`src/inc/cbsf_pkg.sv`:
```
// Package of offsets, field positions and timing for the socket state block
package cbsf_pkg;
    // Register word offsets (byte addresses)
    localparam logic [7:0] CBSF_OFF_EVENT   = 8'h00;
    localparam logic [7:0] CBSF_OFF_STATE   = 8'h08;
    localparam logic [7:0] CBSF_OFF_FORCE   = 8'h0C;
    localparam logic [7:0] CBSF_OFF_CTRL    = 8'h14;
    // State register field positions
    localparam int CBSF_B_SOCK_Y    = 31;
    localparam int CBSF_B_SOCK_X    = 30;
    localparam int CBSF_B_SOCK_LOW  = 29;
    localparam int CBSF_B_SOCK_HIGH = 28;
    localparam int CBSF_B_CARD_Y    = 13;
    localparam int CBSF_B_CARD_X    = 12;
    localparam int CBSF_B_CARD_LOW  = 11;
    localparam int CBSF_B_CARD_HIGH = 10;
    localparam int CBSF_B_BADREQ    = 9;
    localparam int CBSF_B_LOST      = 8;
    localparam int CBSF_B_NOTCARD   = 7;
    localparam int CBSF_B_IRQ       = 6;
    localparam int CBSF_B_CARDBUS_CARD_FOUND    = 5;
    localparam int CBSF_B_16CARD    = 4;
    localparam int CBSF_B_PWR       = 3;
    localparam int CBSF_B_CD2       = 2;
    localparam int CBSF_B_CD1       = 1;
    localparam int CBSF_B_STS       = 0;
    // Force register extra fields
    localparam int CBSF_B_RETEST    = 14;
    // Control register: high-supply override bit
    localparam int CBSF_B_HIGH_OVR  = 6;
    // Writable mask of the force register
    localparam logic [31:0] CBSF_FORCE_WMASK = 32'h0000_7FBF;
    // Reset value of the capability bits of the socket
    localparam logic [3:0] CBSF_SOCK_CAP_RST = 4'h3;
    // Interrogation duration
    localparam int CBSF_INTERROG_NS = 1000;
    localparam int CBSF_CLK_NS      = 10;
    localparam int CBSF_INTERROG_CYC =
        (CBSF_INTERROG_NS + CBSF_CLK_NS - 1) / CBSF_CLK_NS;
endpackage

```
`src/hw/cbsf_state.sv`:
```
// Socket present state and force event register logic
//
// Summary of operation
// RQ1: Socket Y and X supply capability bits read zero unless forced.
// RQ2: Socket 3.3 V capability bit reads one unless forced otherwise.
// RQ3: Socket 5 V capability reads one unless control bit 6 clears it.
// RQ4: State bits 27 to 14 read zero.
// RQ5: Card Y, X, 3.3 V support bits, each settable via force register.
// RQ6: Card 5 V support reported in its own bit.
// RQ7: Invalid supply request sets a flag; default zero.
// RQ8: Removal with possible data loss sets a flag; default zero.
// RQ9: Unrecognized card flag holds until a valid card is inserted.
// RQ10: Ready/interrupt pin level shown live in bit 6.
// RQ11: Card type bits update only at a new interrogation.
// RQ12: Power state bit: zero powered down, one powered up.
// RQ13: Card-detect pins mirrored, frozen during interrogation.
// RQ14: Status-change pin level shown live in bit 0.
// RQ15: Force register writes alter event and state; 31-15, 6 read-only.
// RQ16: Software writes retest when forcing a change needing interrogation.
// RQ17: Forced power, detect and status-change write events only.
// RQ18: Retest reinterrogates, refreshes state, re-enables power control.
// RQ19: Forced card-voltage bits write state and disable power control.
// RQ20: Software writes to the state register are ignored.
`timescale 1ns/1ps
`default_nettype none
module cbsf_state
    import cbsf_pkg::*;
#(
    parameter int INTERROG_CYC = CBSF_INTERROG_CYC
) (
    // Clock and reset
    input  wire logic        sys_clk,
    input  wire logic        resetn,
    // Register port
    input  wire logic [7:0]  reg_addr,
    input  wire logic [31:0] reg_wdata,
    input  wire logic        reg_wr,
    input  wire logic        reg_rd,
    output logic      [31:0] reg_rdata,
    // Card pins
    input  wire logic        card_detect_pin_one,
    input  wire logic        card_detect_pin_two,
    input  wire logic        card_status_change_pin,
    input  wire logic        card_ready_irq_pin,
    // Card identification results
    input  wire logic [3:0]  card_volt_sense,
    input  wire logic        card_is_cardbus,
    input  wire logic        card_is_16bit,
    input  wire logic        card_unrecognized,
    // Power and error events from the rest of the bridge
    input  wire logic        supply_req_invalid,
    input  wire logic        removal_data_risk,
    input  wire logic        socket_powered,
    // Power control and interrogation status
    output logic             power_ctrl_en,
    output logic             interrog_busy
);
    typedef enum logic [1:0] {CBSF_IDLE, CBSF_PROBE} cbsf_st_t;

    logic [3:0]  pin_s;
    logic        cd1_s, cd2_s, sts_s, irq_s;
    logic        wr_force, wr_event, wr_ctrl;
    logic [31:0] state_word;
    cbsf_st_t    st_r;
    logic [15:0] cnt_r;
    logic        present_prev_r;
    logic        present_now;
    logic        start_probe;
    logic        probe_done;

    // Live state fields
    logic        sock_y_r, sock_x_r, sock_low_r;
    logic        high_ovr_r;
    logic [3:0]  card_volt_r;
    logic        badreq_r, lost_r, notcard_r;
    logic        cardbus_card_found_r, card16_r, pwr_r;
    logic        cd1_r, cd2_r;
    // Event bits
    logic [3:0]  event_r;
    logic        pwr_prev_r, cd1_prev_r, cd2_prev_r, sts_prev_r;

    // Pins are asynchronous to sys_clk; detects idle high, levels idle low
    // so the change detectors see no false edge after reset
    cbsf_sync #(.W(4), .RST_VAL(4'h3)) cbsf_sync_inst (
        .sys_clk (sys_clk),
        .resetn  (resetn),
        .d       ({card_ready_irq_pin, card_status_change_pin,
                   card_detect_pin_two, card_detect_pin_one}),
        .q       (pin_s)
    );
    assign cd1_s = pin_s[0];
    assign cd2_s = pin_s[1];
    assign sts_s = pin_s[2];
    assign irq_s = pin_s[3];

    // Write decode; writes to the state offset decode to nothing
    assign wr_force = reg_wr && (reg_addr == CBSF_OFF_FORCE); // [RQ15] [RQ20]
    assign wr_event = reg_wr && (reg_addr == CBSF_OFF_EVENT);
    assign wr_ctrl  = reg_wr && (reg_addr == CBSF_OFF_CTRL);

    // Insertion: both detect pins go low
    assign present_now = !cd1_s && !cd2_s;
    assign start_probe = (present_now && !present_prev_r) ||
                         (wr_force && reg_wdata[CBSF_B_RETEST]); // [RQ18]
    assign probe_done  = (st_r == CBSF_PROBE) &&
                         (cnt_r == 16'(INTERROG_CYC - 1));

    // Interrogation sequencer
    always_ff @(posedge sys_clk) begin
        if (!resetn) begin
            st_r           <= CBSF_IDLE;
            cnt_r          <= 16'h0000;
            present_prev_r <= 1'b0;
            interrog_busy  <= 1'b0;
        end else begin
            present_prev_r <= present_now;
            case (st_r)
                CBSF_IDLE: begin
                    cnt_r <= 16'h0000;
                    if (start_probe) begin
                        st_r          <= CBSF_PROBE;
                        interrog_busy <= 1'b1;
                    end
                end
                CBSF_PROBE: begin
                    cnt_r <= cnt_r + 16'h0001;
                    if (probe_done) begin
                        st_r          <= CBSF_IDLE;
                        interrog_busy <= 1'b0;
                    end
                end
                default: begin
                    st_r          <= CBSF_IDLE;
                    interrog_busy <= 1'b0;
                end
            endcase
        end
    end

    // Socket capability bits; only a force write changes them
    always_ff @(posedge sys_clk) begin
        if (!resetn) begin
            sock_y_r   <= CBSF_SOCK_CAP_RST[3]; // [RQ1]
            sock_x_r   <= CBSF_SOCK_CAP_RST[2]; // [RQ1]
            sock_low_r <= CBSF_SOCK_CAP_RST[1]; // [RQ2]
        end else if (wr_force) begin
            // Force bits 13..11 alias onto the socket bits as well
            sock_y_r   <= reg_wdata[CBSF_B_CARD_Y];   // [RQ1]
            sock_x_r   <= reg_wdata[CBSF_B_CARD_X];   // [RQ1]
            sock_low_r <= reg_wdata[CBSF_B_CARD_LOW]; // [RQ2]
        end
    end

    // High supply override lives in the control register
    always_ff @(posedge sys_clk) begin
        if (!resetn) begin
            high_ovr_r <= 1'b0;
        end else if (wr_ctrl) begin
            high_ovr_r <= reg_wdata[CBSF_B_HIGH_OVR]; // [RQ3]
        end
    end

    // Card supply support and card type, updated per interrogation
    always_ff @(posedge sys_clk) begin
        if (!resetn) begin
            card_volt_r <= 4'h0;
            cardbus_card_found_r    <= 1'b0;
            card16_r    <= 1'b0;
            notcard_r   <= 1'b0;
        end else if (wr_force) begin
            // Force writes win over a concurrent probe end
            card_volt_r <= reg_wdata[CBSF_B_CARD_Y:CBSF_B_CARD_HIGH]; // [RQ5]
            cardbus_card_found_r    <= reg_wdata[CBSF_B_CARDBUS_CARD_FOUND];  // [RQ15]
            card16_r    <= reg_wdata[CBSF_B_16CARD];  // [RQ15]
            notcard_r   <= reg_wdata[CBSF_B_NOTCARD]; // [RQ15]
        end else if (probe_done) begin
            card_volt_r <= card_volt_sense;   // [RQ5] [RQ6] [RQ18]
            cardbus_card_found_r    <= card_is_cardbus;   // [RQ11]
            card16_r    <= card_is_16bit;     // [RQ11]
            // Cleared only by a valid card
            if (card_unrecognized)
                notcard_r <= 1'b1;            // [RQ9]
            else if (card_is_cardbus || card_is_16bit)
                notcard_r <= 1'b0;            // [RQ9]
        end
    end

    // Sticky error flags; hardware set beats software force
    always_ff @(posedge sys_clk) begin
        if (!resetn) begin
            badreq_r <= 1'b0;
            lost_r   <= 1'b0;
        end else begin
            if (supply_req_invalid)
                badreq_r <= 1'b1;                        // [RQ7]
            else if (wr_force)
                badreq_r <= reg_wdata[CBSF_B_BADREQ];
            if (removal_data_risk)
                lost_r <= 1'b1;                          // [RQ8]
            else if (wr_force)
                lost_r <= reg_wdata[CBSF_B_LOST];
        end
    end

    // Power state and detect mirrors; detect frozen while probing
    always_ff @(posedge sys_clk) begin
        if (!resetn) begin
            pwr_r <= 1'b0;
            cd1_r <= 1'b1;
            cd2_r <= 1'b1;
        end else begin
            pwr_r <= socket_powered;          // [RQ12]
            if (st_r != CBSF_PROBE) begin
                cd1_r <= cd1_s;               // [RQ13]
                cd2_r <= cd2_s;               // [RQ13]
            end
        end
    end

    // Power control enable: forced voltage disables, retest restores
    always_ff @(posedge sys_clk) begin
        if (!resetn) begin
            power_ctrl_en <= 1'b1;
        end else if (wr_force && reg_wdata[CBSF_B_RETEST]) begin
            power_ctrl_en <= 1'b1;            // [RQ18]
        end else if (wr_force &&
                     |reg_wdata[CBSF_B_CARD_Y:CBSF_B_CARD_HIGH]) begin
            power_ctrl_en <= 1'b0;            // [RQ19]
        end
    end

    // Event bits: change detect or force write sets; write-one clears
    always_ff @(posedge sys_clk) begin
        if (!resetn) begin
            event_r    <= 4'h0;
            pwr_prev_r <= 1'b0;
            cd1_prev_r <= 1'b1;
            cd2_prev_r <= 1'b1;
            sts_prev_r <= 1'b0;
        end else begin
            pwr_prev_r <= pwr_r;
            cd1_prev_r <= cd1_r;
            cd2_prev_r <= cd2_r;
            sts_prev_r <= sts_s;
            // Set beats clear in the same cycle
            event_r <= (event_r & ~(wr_event ? reg_wdata[3:0] : 4'h0))
                     | {pwr_r ^ pwr_prev_r, cd2_r ^ cd2_prev_r,
                        cd1_r ^ cd1_prev_r, sts_s ^ sts_prev_r}
                     | (wr_force ? reg_wdata[3:0] : 4'h0); // [RQ17]
        end
    end

    // Assemble the state word
    always_comb begin
        state_word = 32'h0000_0000;                    // [RQ4]
        state_word[CBSF_B_SOCK_Y]    = sock_y_r;        // [RQ1]
        state_word[CBSF_B_SOCK_X]    = sock_x_r;        // [RQ1]
        state_word[CBSF_B_SOCK_LOW]  = sock_low_r;      // [RQ2]
        state_word[CBSF_B_SOCK_HIGH] = !high_ovr_r;     // [RQ3]
        state_word[CBSF_B_CARD_Y:CBSF_B_CARD_HIGH] = card_volt_r;
        state_word[CBSF_B_BADREQ]    = badreq_r;
        state_word[CBSF_B_LOST]      = lost_r;
        state_word[CBSF_B_NOTCARD]   = notcard_r;
        state_word[CBSF_B_IRQ]       = irq_s;           // [RQ10]
        state_word[CBSF_B_CARDBUS_CARD_FOUND]    = cardbus_card_found_r;
        state_word[CBSF_B_16CARD]    = card16_r;
        state_word[CBSF_B_PWR]       = pwr_r;
        state_word[CBSF_B_CD2]       = cd2_r;
        state_word[CBSF_B_CD1]       = cd1_r;
        state_word[CBSF_B_STS]       = sts_s;           // [RQ14]
    end

    // Read data one cycle after the strobe; force reads zero
    always_ff @(posedge sys_clk) begin
        if (!resetn) begin
            reg_rdata <= 32'h0000_0000;
        end else if (reg_rd) begin
            case (reg_addr)
                CBSF_OFF_EVENT: reg_rdata <= {28'h0000000, event_r};
                CBSF_OFF_STATE: reg_rdata <= state_word;
                CBSF_OFF_CTRL:  reg_rdata <= 32'(high_ovr_r) << CBSF_B_HIGH_OVR;
                default:        reg_rdata <= 32'h0000_0000; // [RQ15]
            endcase
        end else begin
            reg_rdata <= 32'h0000_0000;
        end
    end
endmodule // cbsf_state
`default_nettype wire

```
`src/hw/cbsf_sync.sv`:
```
// Two-stage synchroniser for the card pins
`timescale 1ns/1ps
`default_nettype none
module cbsf_sync #(
    parameter int           W       = 4,
    parameter logic [W-1:0] RST_VAL = '1
) (
    // Clock and reset
    input  wire logic         sys_clk,
    input  wire logic         resetn,
    // Data
    input  wire logic [W-1:0] d,
    output logic      [W-1:0] q
);
    logic [W-1:0] meta_r;

    // First stage feeds only the second; reset to each pin's idle level
    always_ff @(posedge sys_clk) begin
        if (!resetn) begin
            meta_r <= RST_VAL;
            q      <= RST_VAL;
        end else begin
            meta_r <= d;
            q      <= meta_r;
        end
    end
endmodule // cbsf_sync
`default_nettype wire

```
`config.mk`:
```
export PLATFORM = sky130hd
export DESIGN_NAME = cbsf_state
export DESIGN_NICKNAME = d
export VERILOG_FILES = /design/src/inc/cbsf_pkg.sv /design/src/hw/cbsf_state.sv /design/src/hw/cbsf_sync.sv
export SDC_FILE = /design/constraint.sdc
export NUM_CORES = 1
export LEC_CHECK = 0
export BUFFER_PORTS_ARGS = -buffer_cell sky130_fd_sc_hd__buf_4
export CORE_MARGIN = 8
export CORE_UTILIZATION = 50
export CTS_CLUSTER_SIZE = 16
export DETAILED_ROUTE_END_ITERATION = 10
export GPL_ROUTABILITY_DRIVEN = 0
export PLACE_DENSITY = 0.82
export SETUP_SLACK_MARGIN = 0.4
export SYNTH_ARGS = -nofsm -noshare
export SYNTH_HDL_FRONTEND = slang
export SYNTH_HIERARCHICAL = 1
export SYNTH_SLANG_ARGS = --single-unit
```
`constraint.sdc`:
```
create_clock -name sys_clk -period 2.3 [get_ports sys_clk]
set_clock_uncertainty 0.1 [all_clocks]
set_input_delay 0.345 -clock sys_clk [delete_from_list [all_inputs] [get_ports sys_clk]]
set_output_delay 0.345 -clock sys_clk [all_outputs]
set_load 0.05 [all_outputs]
```
# ---- Yosys cells after proc, flatten, opt, wreduce, memory -nomap -nowiden
# Index checks and enable logic that the tools add are counted.
dict set report totals {
  inputBits 58
  output_inout_bits 34
  wordCells 94
  ff_bits 85
}
dict set report classes {
  n_reduce_logical 26
  muxes 24
  n_eq_ne 8
  bitwise 9
  add_sub_neg 1
}
# operator n
set ops {}
lappend ops {{one-hot mux 32 bit (3 select lines)} 1}
lappend ops {{one-hot mux 16 bit (2 select lines)} 1}
lappend ops {{adder 16 x 1 -> 16 bit (second input constant)} 1}
lappend ops {{equality test 16 x 7 -> 1 bit (second input constant)} 1}
lappend ops {{equality test 8 x 4 -> 1 bit (second input constant)} 2}
lappend ops {{2-to-1 mux 4 bit} 4}
lappend ops {{2-to-1 mux 1 bit} 14}
lappend ops {{equality test 8 x 5 -> 1 bit (second input constant)} 1}
lappend ops {{logical AND 1 bit} 8}
lappend ops {{logical NOT 8 bit} 1}
lappend ops {{OR 4 bit} 2}
lappend ops {{nonzero test 2 bit} 4}
lappend ops {{AND reduction 2 bit} 3}
lappend ops {{bitwise AND 4 bit} 1}
lappend ops {{logical NOT 1 bit} 4}
lappend ops {{2-to-1 mux 2 bit} 2}
lappend ops {{inequality test 2 bit (second input constant)} 2}
lappend ops {{inverter 4 bit} 1}
lappend ops {{one-hot mux 2 bit (2 select lines)} 1}
lappend ops {{OR reduction 4 bit} 1}
lappend ops {{bitwise XOR 1 bit} 4}
lappend ops {{nonzero test 3 bit} 1}
lappend ops {{equality test 2 x 1 -> 1 bit (second input constant)} 1}
lappend ops {{logical NOT 2 bit} 1}
lappend ops {{other kinds (5)} 6}

# ---- Depth between registers and ports, before layout
# Gate-level depths: netlist of run 1.
dict set report logic_depth {
  depth_word 7
  depth_mapped 6
  mapped_depth_nobuf 5
}

# ---- Hierarchy
# Netlist of run 1, hierarchy kept.
# mod cells_each area_each_um2 n_inst seq_area_each_um2
set by_module_without_submodules {}
lappend by_module_without_submodules {cbsf_state 264 2563.7 1 1221.2}
lappend by_module_without_submodules {cbsf_sync 16 210.2 1 160.2}

# ---- Worst setup path before layout of run 1
# OpenSTA, ideal clock, no wires.
dict set report synth_timing {
  path_type {reg-to-reg}
  start {reg interrog_busy (netlist name)}
  end {reg notcard_r}
  period_less_slack_ps 2087
  path_slack_ps 213
  path_stages_with_launch 5
  setup_ps 127
  arrival_time_ps 1860
  required_time_ps 2073
  path_buffers 0
  cell_sequence {dfxtp_1 nor4b_4 nand4_4 o2111a_1 or3_1}
}
# item line
set synth_rtl {}
lappend synth_rtl {{end signal: assignment} cbsf_state.sv:175} ;# notcard_r <= reg_wdata[CBSF_B_NOTCARD];
lappend synth_rtl {{end: declaration} cbsf_state.sv:75} ;# logic badreq_r, lost_r, notcard_r;

# ---- Worst setup path after layout of run 1
dict set report layout_timing {
  start {reg cnt_r[0]}
  end {reg notcard_r}
}
dict set report layout_via {
  elab_chain_cells 4
}
# item line
set layout_lines {}
lappend layout_lines {{start: declaration} cbsf_state.sv:65} ;# logic [15:0] cnt_r;
lappend layout_lines {{start signal: assignment} cbsf_state.sv:126} ;# cnt_r <= cnt_r + 16'h0001;
lappend layout_lines {{equality test 16 x 7 -> 1 bit} cbsf_state.sv:106} ;# (cnt_r == 16'(INTERROG_CYC - 1));
lappend layout_lines {{logical AND 1 bit} cbsf_state.sv:105} ;# assign probe_done = (st_r == CBSF_PROBE) &&
lappend layout_lines {{nonzero test 2 bit (no source line)} n/a}
lappend layout_lines {{AND reduction 2 bit (no source line)} n/a}
# No other way between the ends.
# A chain may end at the register's enable or synchronous reset.

==> results of run 1 <==
-- cells in the final DEF (no fill, tap or decap), types with 7 or more instances in the layout --
| cell | count |
|---|---|
| a21oi_1 | 9 |
| and2_1 | 23 |
| buf_4 | 64 |
| clkbuf_8 | 9 |
| conb_1 | 14 |
| dfxtp_1 | 68 |
| mux2i_1 | 13 |
| nand2_1 | 21 |
| nand3_1 | 7 |
| nor2_1 | 27 |
| o21ai_0 | 7 |
| xor2_1 | 11 |
-- worst paths after layout --
| check | from | endpoint | slack (ns) | cells after the start |
|---|---|---|---|---|
| worst max-delay path | cnt_r[0] | notcard_r | 0.51 | 5 |
| worst max register to register | cnt_r[0] | notcard_r | 0.51 | 5 |
| worst min register to register | cbsf_sync_inst/meta_r[0] | cbsf_sync_inst/q[0] | 0.32 | 1 |
| worst min-delay path | card_detect_pin_one | cbsf_sync_inst/meta_r[0] | 0.07 | 2 |
-- per-stage QoR --
| stage | instance area, um2 | util | cells | hold slack [ns] | total power [mW] |
|---|---|---|---|---|---|
| 2_1_floorplan | 2824 | - | 293 | 0.2863 | 1.362 |
| 3_3_place_gp | 3224 | 0.5928 | 405 | 0.2889 | 1.410 |
| 3_5_place_dp | 3224 | 0.5928 | 405 | 0.3114 | 1.413 |
| 4_1_cts | 3406 | 0.6262 | 421 | 0.05343 | 2.300 |
| 5_1_grt | 3413 | 0.6276 | 421 | 0.04264 | 2.379 |
| 6_report | 3413 | 0.6276 | 421 | 0.07306 | 2.274 |
-- metal layers --
layer / global-route usage / up-vias / part of all wire
li1: - / 1061 / -
met3: 0.08146 / 8 / 0.064
met2: 0.2540 / 50 / 0.52
met5: 0 / - / 0
met4: 0.06380 / 0 / 0.016
met1: 0.1521 / 973 / 0.40
-- flip-flops by register name, indices dropped and copies added (netlist names), 4 cells and up --
register	count
cnt_r	16
reg_rdata	18
event_r	4
cbsf_sync_inst/q	4
cbsf_sync_inst/meta_r	4
card_volt_r	4
-- cell families (layout without fill, tap and decap cells) --
kind of cell / count (synthesis) / in the layout
buf+inv: 29 / 85
other cells: 1 / 14
flops: 69 / 69
mux: 13 / 13
compound gates: 33 / 33
simple gates: 120 / 120
fa+ha+maj: 1 / 1
xor+xnor: 14 / 14
-- repair_timing --
item	CTS	global route
gates resized for setup	0	2
buffers inserted	0	0
setup endpoints to repair	0	5
-- area by class of cell --
type                       instances  area, um2
fill                             478       2026
sequential                        69       1383
multi-input combinational        195       1260
timing repair buffer              64      480.5
clock buffer                       9      123.9
tap                               72      90.09
clock inverter                     7      57.56
inverter                           5      18.77
-- power breakdown --
group | internal [mW] | leakage (nW) | total [mW] | switching, mW
combinational | 0.0671 | 0.774 | 0.165 | 0.0976
clock | 0.401 | 0.0824 | 0.888 | 0.487
sequential | 1.21 | 0.560 | 1.22 | 0.00916
total | 1.68 | 1.42 | 2.27 | 0.594
==> flow_summary.yaml, run 1 <==
outcome:
  status: "finished, final reports clean"
setup_path:
  crit_chain: "ha_2 > nor4b_4 > nand4_4 > o2111a_1 > or3_1"
  slowest_delay_ns: 0.37
  arrival_ns: 1.93
  cp_max_fo: 5
  cp-end-kind: "register"
  crit_type: "register to register"
  critPathTopFamily: "simple AND/OR/NAND/NOR gates"
  required_ns: 2.44
  crit_slowest_cell: "dfxtp_1"
  start_kind: "register"
  crit_buf_inv: 0
timing:
  hold_viol: 0
  worstMarginPinSlew_ns: 0.4990
  setup_slack_ns: 0.5099
  finalMaxSlewViolations: 0
  setup_violations: 0
  rsz0062_at_grt: "false"
  setup_tns_ns: 0
  relSlewSlack: 0.6665
  fmax_mhz: 558.6
  min_period_ns: 1.790
  period_share: 0.7783
detailed_routing:
  via_per_inst: 4.969
  drc: 0
  drt_pass1_iterations: 6
  vias: 2092
  postRouteAntennaNets: 0
  wirelength_um: 5811
  wire_per_inst_um: 13.80
  drt_iter0_drc: 148
die:
  core_um2: 5439
  die_y_um: 90.49
  rows: 27
  start_util: 0.5100
  die_w_um: 90.49
  fp.dieArea_um2: 8188
  ios: 92
logic_synthesis:
  synth_top_area_cell: "dfxtp_1"
  synth_fa_ha_area_frac: 0.004511
  synth.area.top_cells: "dfxtp_1, and2_1, mux2i_1"
  synth_top_area_share: 0.4980
  synthArstFlopShare: 0
  synth.area.mux_share: 0.04691
  synth_most_common_cell: "dfxtp_1"
  syn_area_um2: 2774
  syn_inst: 280
  synth_edf_count: 0
  ys_types: 44
  ys_ff_latch: 69
  ys_warn_count: 6
  synth-simple-area-share: 0.2594
  synth-compound-area-share: 0.07758
  syn-mean-instance-area_um2: 9.907
  synthXorXnorAreaFrac: 0.04420
  synth_top_family_by_area: "simple AND/OR/NAND/NOR gates"
  yosysSeqAreaShare: 0.4980
  ys_top_cells_by_count: "dfxtp_1, nor2_1, and2_1, nand2_1, buf_4"
  ys.flop_type: "dfxtp_1"
grt:
  grt_max_degree: 31
  first_global_vias: 2219
  gr-total-overflow: 0
  grt_pass1_wl_um: 9970
  grt_usage: 0.1512
  antenna_found_initial: 0
clock_tree:
  ctsLongestPathBuffers: 2
  hold_buffers: 0
  cts_made_buffers: 9
  cts-root-buf: "clkbuf_8"
  clkSinkCount: 69
  tritoncts: "built"
  h-tree-depth: 3
  clk_pin_slew_ns: 0.08
  clkLatencyLatePin_ns: 0.35
final_layout:
  nNetsFinal: 403
  antennaDiodeCount: 0
  drive_gt1_frac: 0.2636
  syn_to_final_growth_pct: 23.05
min_path:
  hp-class: "input port to register"
placement:
  pre_cts_ws_ns: 0.4590
  io_buffers: 60
  hpwl_um: 4319
job:
  cap_violations: 0
power_and_ir_drop:
  power.density_nw_per_um2: 666.2
  peakVddDrop_mv: 0.5169
  leakagePower_nw: 1.417
No activity file was read; power rests on OpenSTA's default activity.
==> inputs of run 2 (changes only) <==
- clock period: 2.3 -> 1.9 ns (I/O delays scaled with it)
==> flow_summary.yaml, run 2 (synthesis gave the netlist of run 1 again) <==
outcome:
  status: "finished, final reports clean"
timing:
  fmax_mhz: 607.6
  relSlewSlack: 0.6521
  rsz0062_at_grt: "true"
  finalMaxSlewViolations: 0
  hold_viol: 0
  setup_slack_ns: 0.2542
  setup_violations: 0
  min_period_ns: 1.646
  setup_tns_ns: 0
  period_share: 0.8662
  worstMarginPinSlew_ns: 0.5206
final_layout:
  largest_register_ffs: 18
  top_register: "reg_rdata"
  drive_gt1_frac: 0.3520
  syn_to_final_growth_pct: 29.50
  antennaDiodeCount: 0
  layout_common_cells: "buf_4, dfxtp_1, nor2_1, and2_1, nand2_1"
  largestRegisters: "reg_rdata x18, cnt_r x16"
  nNetsFinal: 412
  mostFrequentLayoutCell: "buf_4"
power_and_ir_drop:
  leakagePower_nw: 1.502
  power.density_nw_per_um2: 755.9
  p_switching_mw: 0.6345
  power.internal_mw: 2.081
  clkPwrFrac: 0.385
  seq_power_share: 0.540
  swShare: 0.2337
  peakVddDrop_mv: 0.5778
  pwr-share-comb: 0.075
die:
  rows: 27
  ios: 92
  start_util: 0.5100
  die_y_um: 90.49
  die_w_um: 90.49
  fp.dieArea_um2: 8188
  core_um2: 5439
clock_tree:
  cts_made_buffers: 9
  hold_buffers: 0
  clk_pin_slew_ns: 0.07
  ctsLongestPathBuffers: 2
  clkLatencyLatePin_ns: 0.34
  clkSinkCount: 69
  tritoncts: "built"
  h-tree-depth: 3
  cts-root-buf: "clkbuf_8"
grt:
  grt_pass1_wl_um: 10160
  antenna_found_initial: 0
  first_global_vias: 2236
  grt_usage: 0.1526
  gr-total-overflow: 0
  grt_max_degree: 31
setup_path:
  cp-end-kind: "register"
  crit_slowest_cell: "dfxtp_4"
  start_kind: "register"
  cp_max_fo: 2
  arrival_ns: 1.77
  slowest_delay_ns: 0.36
  crit_buf_inv: 0
  required_ns: 2.02
  crit_chain: "ha_4 > nor4b_4 > nand4_4 > o2111a_1 > or3_1"
  crit_type: "register to register"
  critPathTopFamily: "simple AND/OR/NAND/NOR gates"
detailed_routing:
  vias: 2128
  postRouteAntennaNets: 0
  drt_pass1_iterations: 4
  wirelength_um: 6077
  drc: 0
  via_per_inst: 4.949
  wire_per_inst_um: 14.13
  drt_iter0_drc: 58
placement:
  hpwl_um: 4418
  pre_cts_ws_ns: 0.09187
  io_buffers: 60
job:
  cap_violations: 0
min_path:
  hp-class: "input port to register"
-- run 2: path summary, 6_finish.rpt --
kind | from | to | slack [ns] | cells after the start
min reg2reg | cbsf_sync_inst/meta_r[0] | cbsf_sync_inst/q[0] | 0.32 | 1
max reg2reg | cnt_r[0] | notcard_r | 0.25 | 5
min | card_detect_pin_one | cbsf_sync_inst/meta_r[0] | 0.02 | 2
max | cnt_r[0] | notcard_r | 0.25 | 5
-- run 2: what timing repair did --
item                                    in CTS  in global routing
pin swaps                                    1                  9
endpoints found under the setup margin      11                 21
gates resized for setup                      5                 26
cloned                                       0                  0
buffers inserted                             3                  4
-- run 2: power groups by stage --
stage                     sequential (mW)  combinational, mW  clock [mW]
after floorplan                      1.51              0.141           0
after global placement               1.51              0.197           0
after detailed placement             1.51              0.201           0
after CTS                            1.48              0.202        1.09
after global routing                 1.47              0.220        1.15
final                                1.47              0.204        1.05
-- run 2: final cells by class --
| cell class | count | area (um2) |
|---|---|---|
| clock buffer | 13 | 158.9 |
| tap | 72 | 90.09 |
| clock inverter | 3 | 20.02 |
| timing repair buffer | 73 | 551.8 |
| sequential | 69 | 1425 |
| multi-input combinational | 195 | 1328 |
| fill | 435 | 1847 |
| inverter | 5 | 18.77 |
-- run 2: metrics by stage --
stage / utilization / hold WS, ns / instance area, um2 / total power, mW / instances
finish: 0.6605 / 0.02464 / 3592 / 2.715 / 430
detailed placement: 0.6029 / 0.3069 / 3279 / 1.713 / 407
global route: 0.6605 / 0.01003 / 3592 / 2.839 / 430
floorplan: - / 0.2580 / 2875 / 1.651 / 293
CTS: 0.6414 / 0.006257 / 3488 / 2.773 / 426
global placement: 0.6029 / 0.2945 / 3279 / 1.707 / 407
-- run 2: layer usage --
metal,global-route usage,wire length (um),vias up
met5,0,0,-
met2,0.2576,3107,51
met4,0.06103,110,0
li1,-,-,1077
met3,0.07564,376,10
met1,0.1576,2483,990
==> inputs of run 3 (changes only) <==
- CORE_MARGIN: 8 -> unset
- RECOVER_POWER: unset -> 100
==> flow_summary.yaml, run 3 (synthesis gave the netlist of run 1 again) <==
outcome:
  status: "finished, final reports clean"
final_layout:
  layout_common_cells: "dfxtp_1, buf_4, nor2_1, clkbuf_1, nand2_1"
  top_register: "reg_rdata"
  final_core_util: 0.6873
  drive_gt1_frac: 0.2935
  largest_register_ffs: 18
  nNetsFinal: 422
  mostFrequentLayoutCell: "dfxtp_1"
  syn_to_final_growth_pct: 29.77
  largestRegisters: "reg_rdata x18, cnt_r x16"
  nFillCells: 423
  antennaDiodeCount: 0
setup_path:
  arrival_ns: 1.92
  cp-end-kind: "register"
  cp_num_cells: 7
  crit_chain: "clkbuf_4 > buf_6 > buf_6 > nand2_4 > or2_4 > or4_4 > a21oi_2"
  r2r-start: "cnt_r[0]"
  critPathTopFamily: "simple AND/OR/NAND/NOR gates"
  required_ns: 2.05
  path_common_cell: "buf_6"
  crit_type: "register to register"
  start_kind: "register"
  crit_buf_inv: 3
  crit_slowest_cell: "or4_4"
  cp_max_fo: 6
  critPathLaunch: "cnt_r[0]"
  slowest_delay_ns: 0.42
  r2r_cells: 7
timing:
  setup_tns_ns: 0
  period_share: 0.9309
  fmax_mhz: 565.4
  worstMarginPinSlew_ns: 0.6695
  setup_violations: 0
  relSlewSlack: 0.5537
  finalMaxSlewViolations: 0
  min_period_ns: 1.769
  rsz0062_at_grt: "true"
  hold_viol: 0
die:
  start_util: 0.5296
  die_y_um: 76.49
  rows: 26
  core_um2: 5238
  fp.dieArea_um2: 5850
  die_w_um: 76.49
  ios: 92
power_and_ir_drop:
  peakVddDrop_mv: 0.6185
  leakagePower_nw: 1.484
  power.density_nw_per_um2: 811.7
min_path:
  hold_start: "card_detect_pin_two"
  hp-class: "input port to register"
  min_path_cells: 2
clock_tree:
  clkLatencyLatePin_ns: 0.33
  clkSinkCount: 69
  clk_pin_slew_ns: 0.07
  ctsLongestPathBuffers: 2
  hold_buffers: 0
  cts-root-buf: "clkbuf_8"
  tritoncts: "built"
  h-tree-depth: 3
  cts_made_buffers: 9
detailed_routing:
  drt_pass1_iterations: 4
  drt_iter0_drc: 93
  vias: 2218
  wire_per_inst_um: 13.54
  wirelength_um: 5932
  postRouteAntennaNets: 0
  drc: 0
  via_per_inst: 5.064
grt:
  grt_max_degree: 18
  first_global_vias: 2154
  grtUsageMet2: 0.3631
  busiest_layer: "met2"
  antenna_found_initial: 0
  gr-total-overflow: 0
  grt_usage: 0.2097
  use_met1: 0.2342
  grt_pass1_wl_um: 9625
  met3_usage: 0.05988
job:
  cap_violations: 0
placement:
  io_buffers: 60
  hpwl_um: 3948
## run 3: worst reg2reg max path, cell delays in order, from the launching register on
cell and delay (ns):
dfxtp_1 0.38, clkbuf_4 0.15, buf_6 0.08, buf_6 0.09
nand2_4 0.05, or2_4 0.26, or4_4 0.43, a21oi_2 0.16
## run 3: metal layers
layer	part of all wire	vias up
met2	0.52	71
met5	0	-
li1	-	1097
met3	0.052	13
met4	0.017	0
met1	0.41	1037
## run 3: cell type report
type	instances	area [um2]	share of cell area
repair buffers	83	541.8	0.1505
well taps	70	87.58	0.02433
flip-flops and latches	69	1420	0.3945
clock inverters	6	87.58	0.02433
inverters	5	18.77	0.005214
clock buffers	10	127.6	0.03545
multi-input cells	195	1316	0.3657
## run 3: worst paths after layout
path / slack, ns / endpoint
worst max-delay path: 0.13 / cnt_r[15]
worst min-delay path: 0.03 / cbsf_sync_inst/meta_r[1]
worst max register to register: 0.13 / cnt_r[15]
worst min register to register: 0.32 / cbsf_sync_inst/q[1]
## run 3: report_power, final
group	leakage [nW]	switching, mW	internal (mW)	total [mW]
clock network	0.0985	0.518	0.736	1.25
logic	0.816	0.119	0.0815	0.201
registers	0.569	0.0113	1.46	1.47
## run 3: timing repair
action                                  CTS  global route
buffers inserted                         11             5
pin swaps                                 5             8
resized for setup                        26            14
endpoints found under the setup margin   11            15
endpoints found under the hold margin     0             0
## run 3: stage by stage
step	setup WS (ns)	area [um2]	instances	power, mW	hold WS [ns]
after floorplan	0.1542	2875	293	1.651	0.2580
after global placement	0.1683	3284	406	1.711	0.3061
after detailed placement	0.1020	3284	406	1.715	0.3090
after CTS	0.2124	3649	433	2.957	0.01393
after global routing	0.07703	3600	438	3.031	0.01539
final	0.1313	3600	438	2.922	0.02996
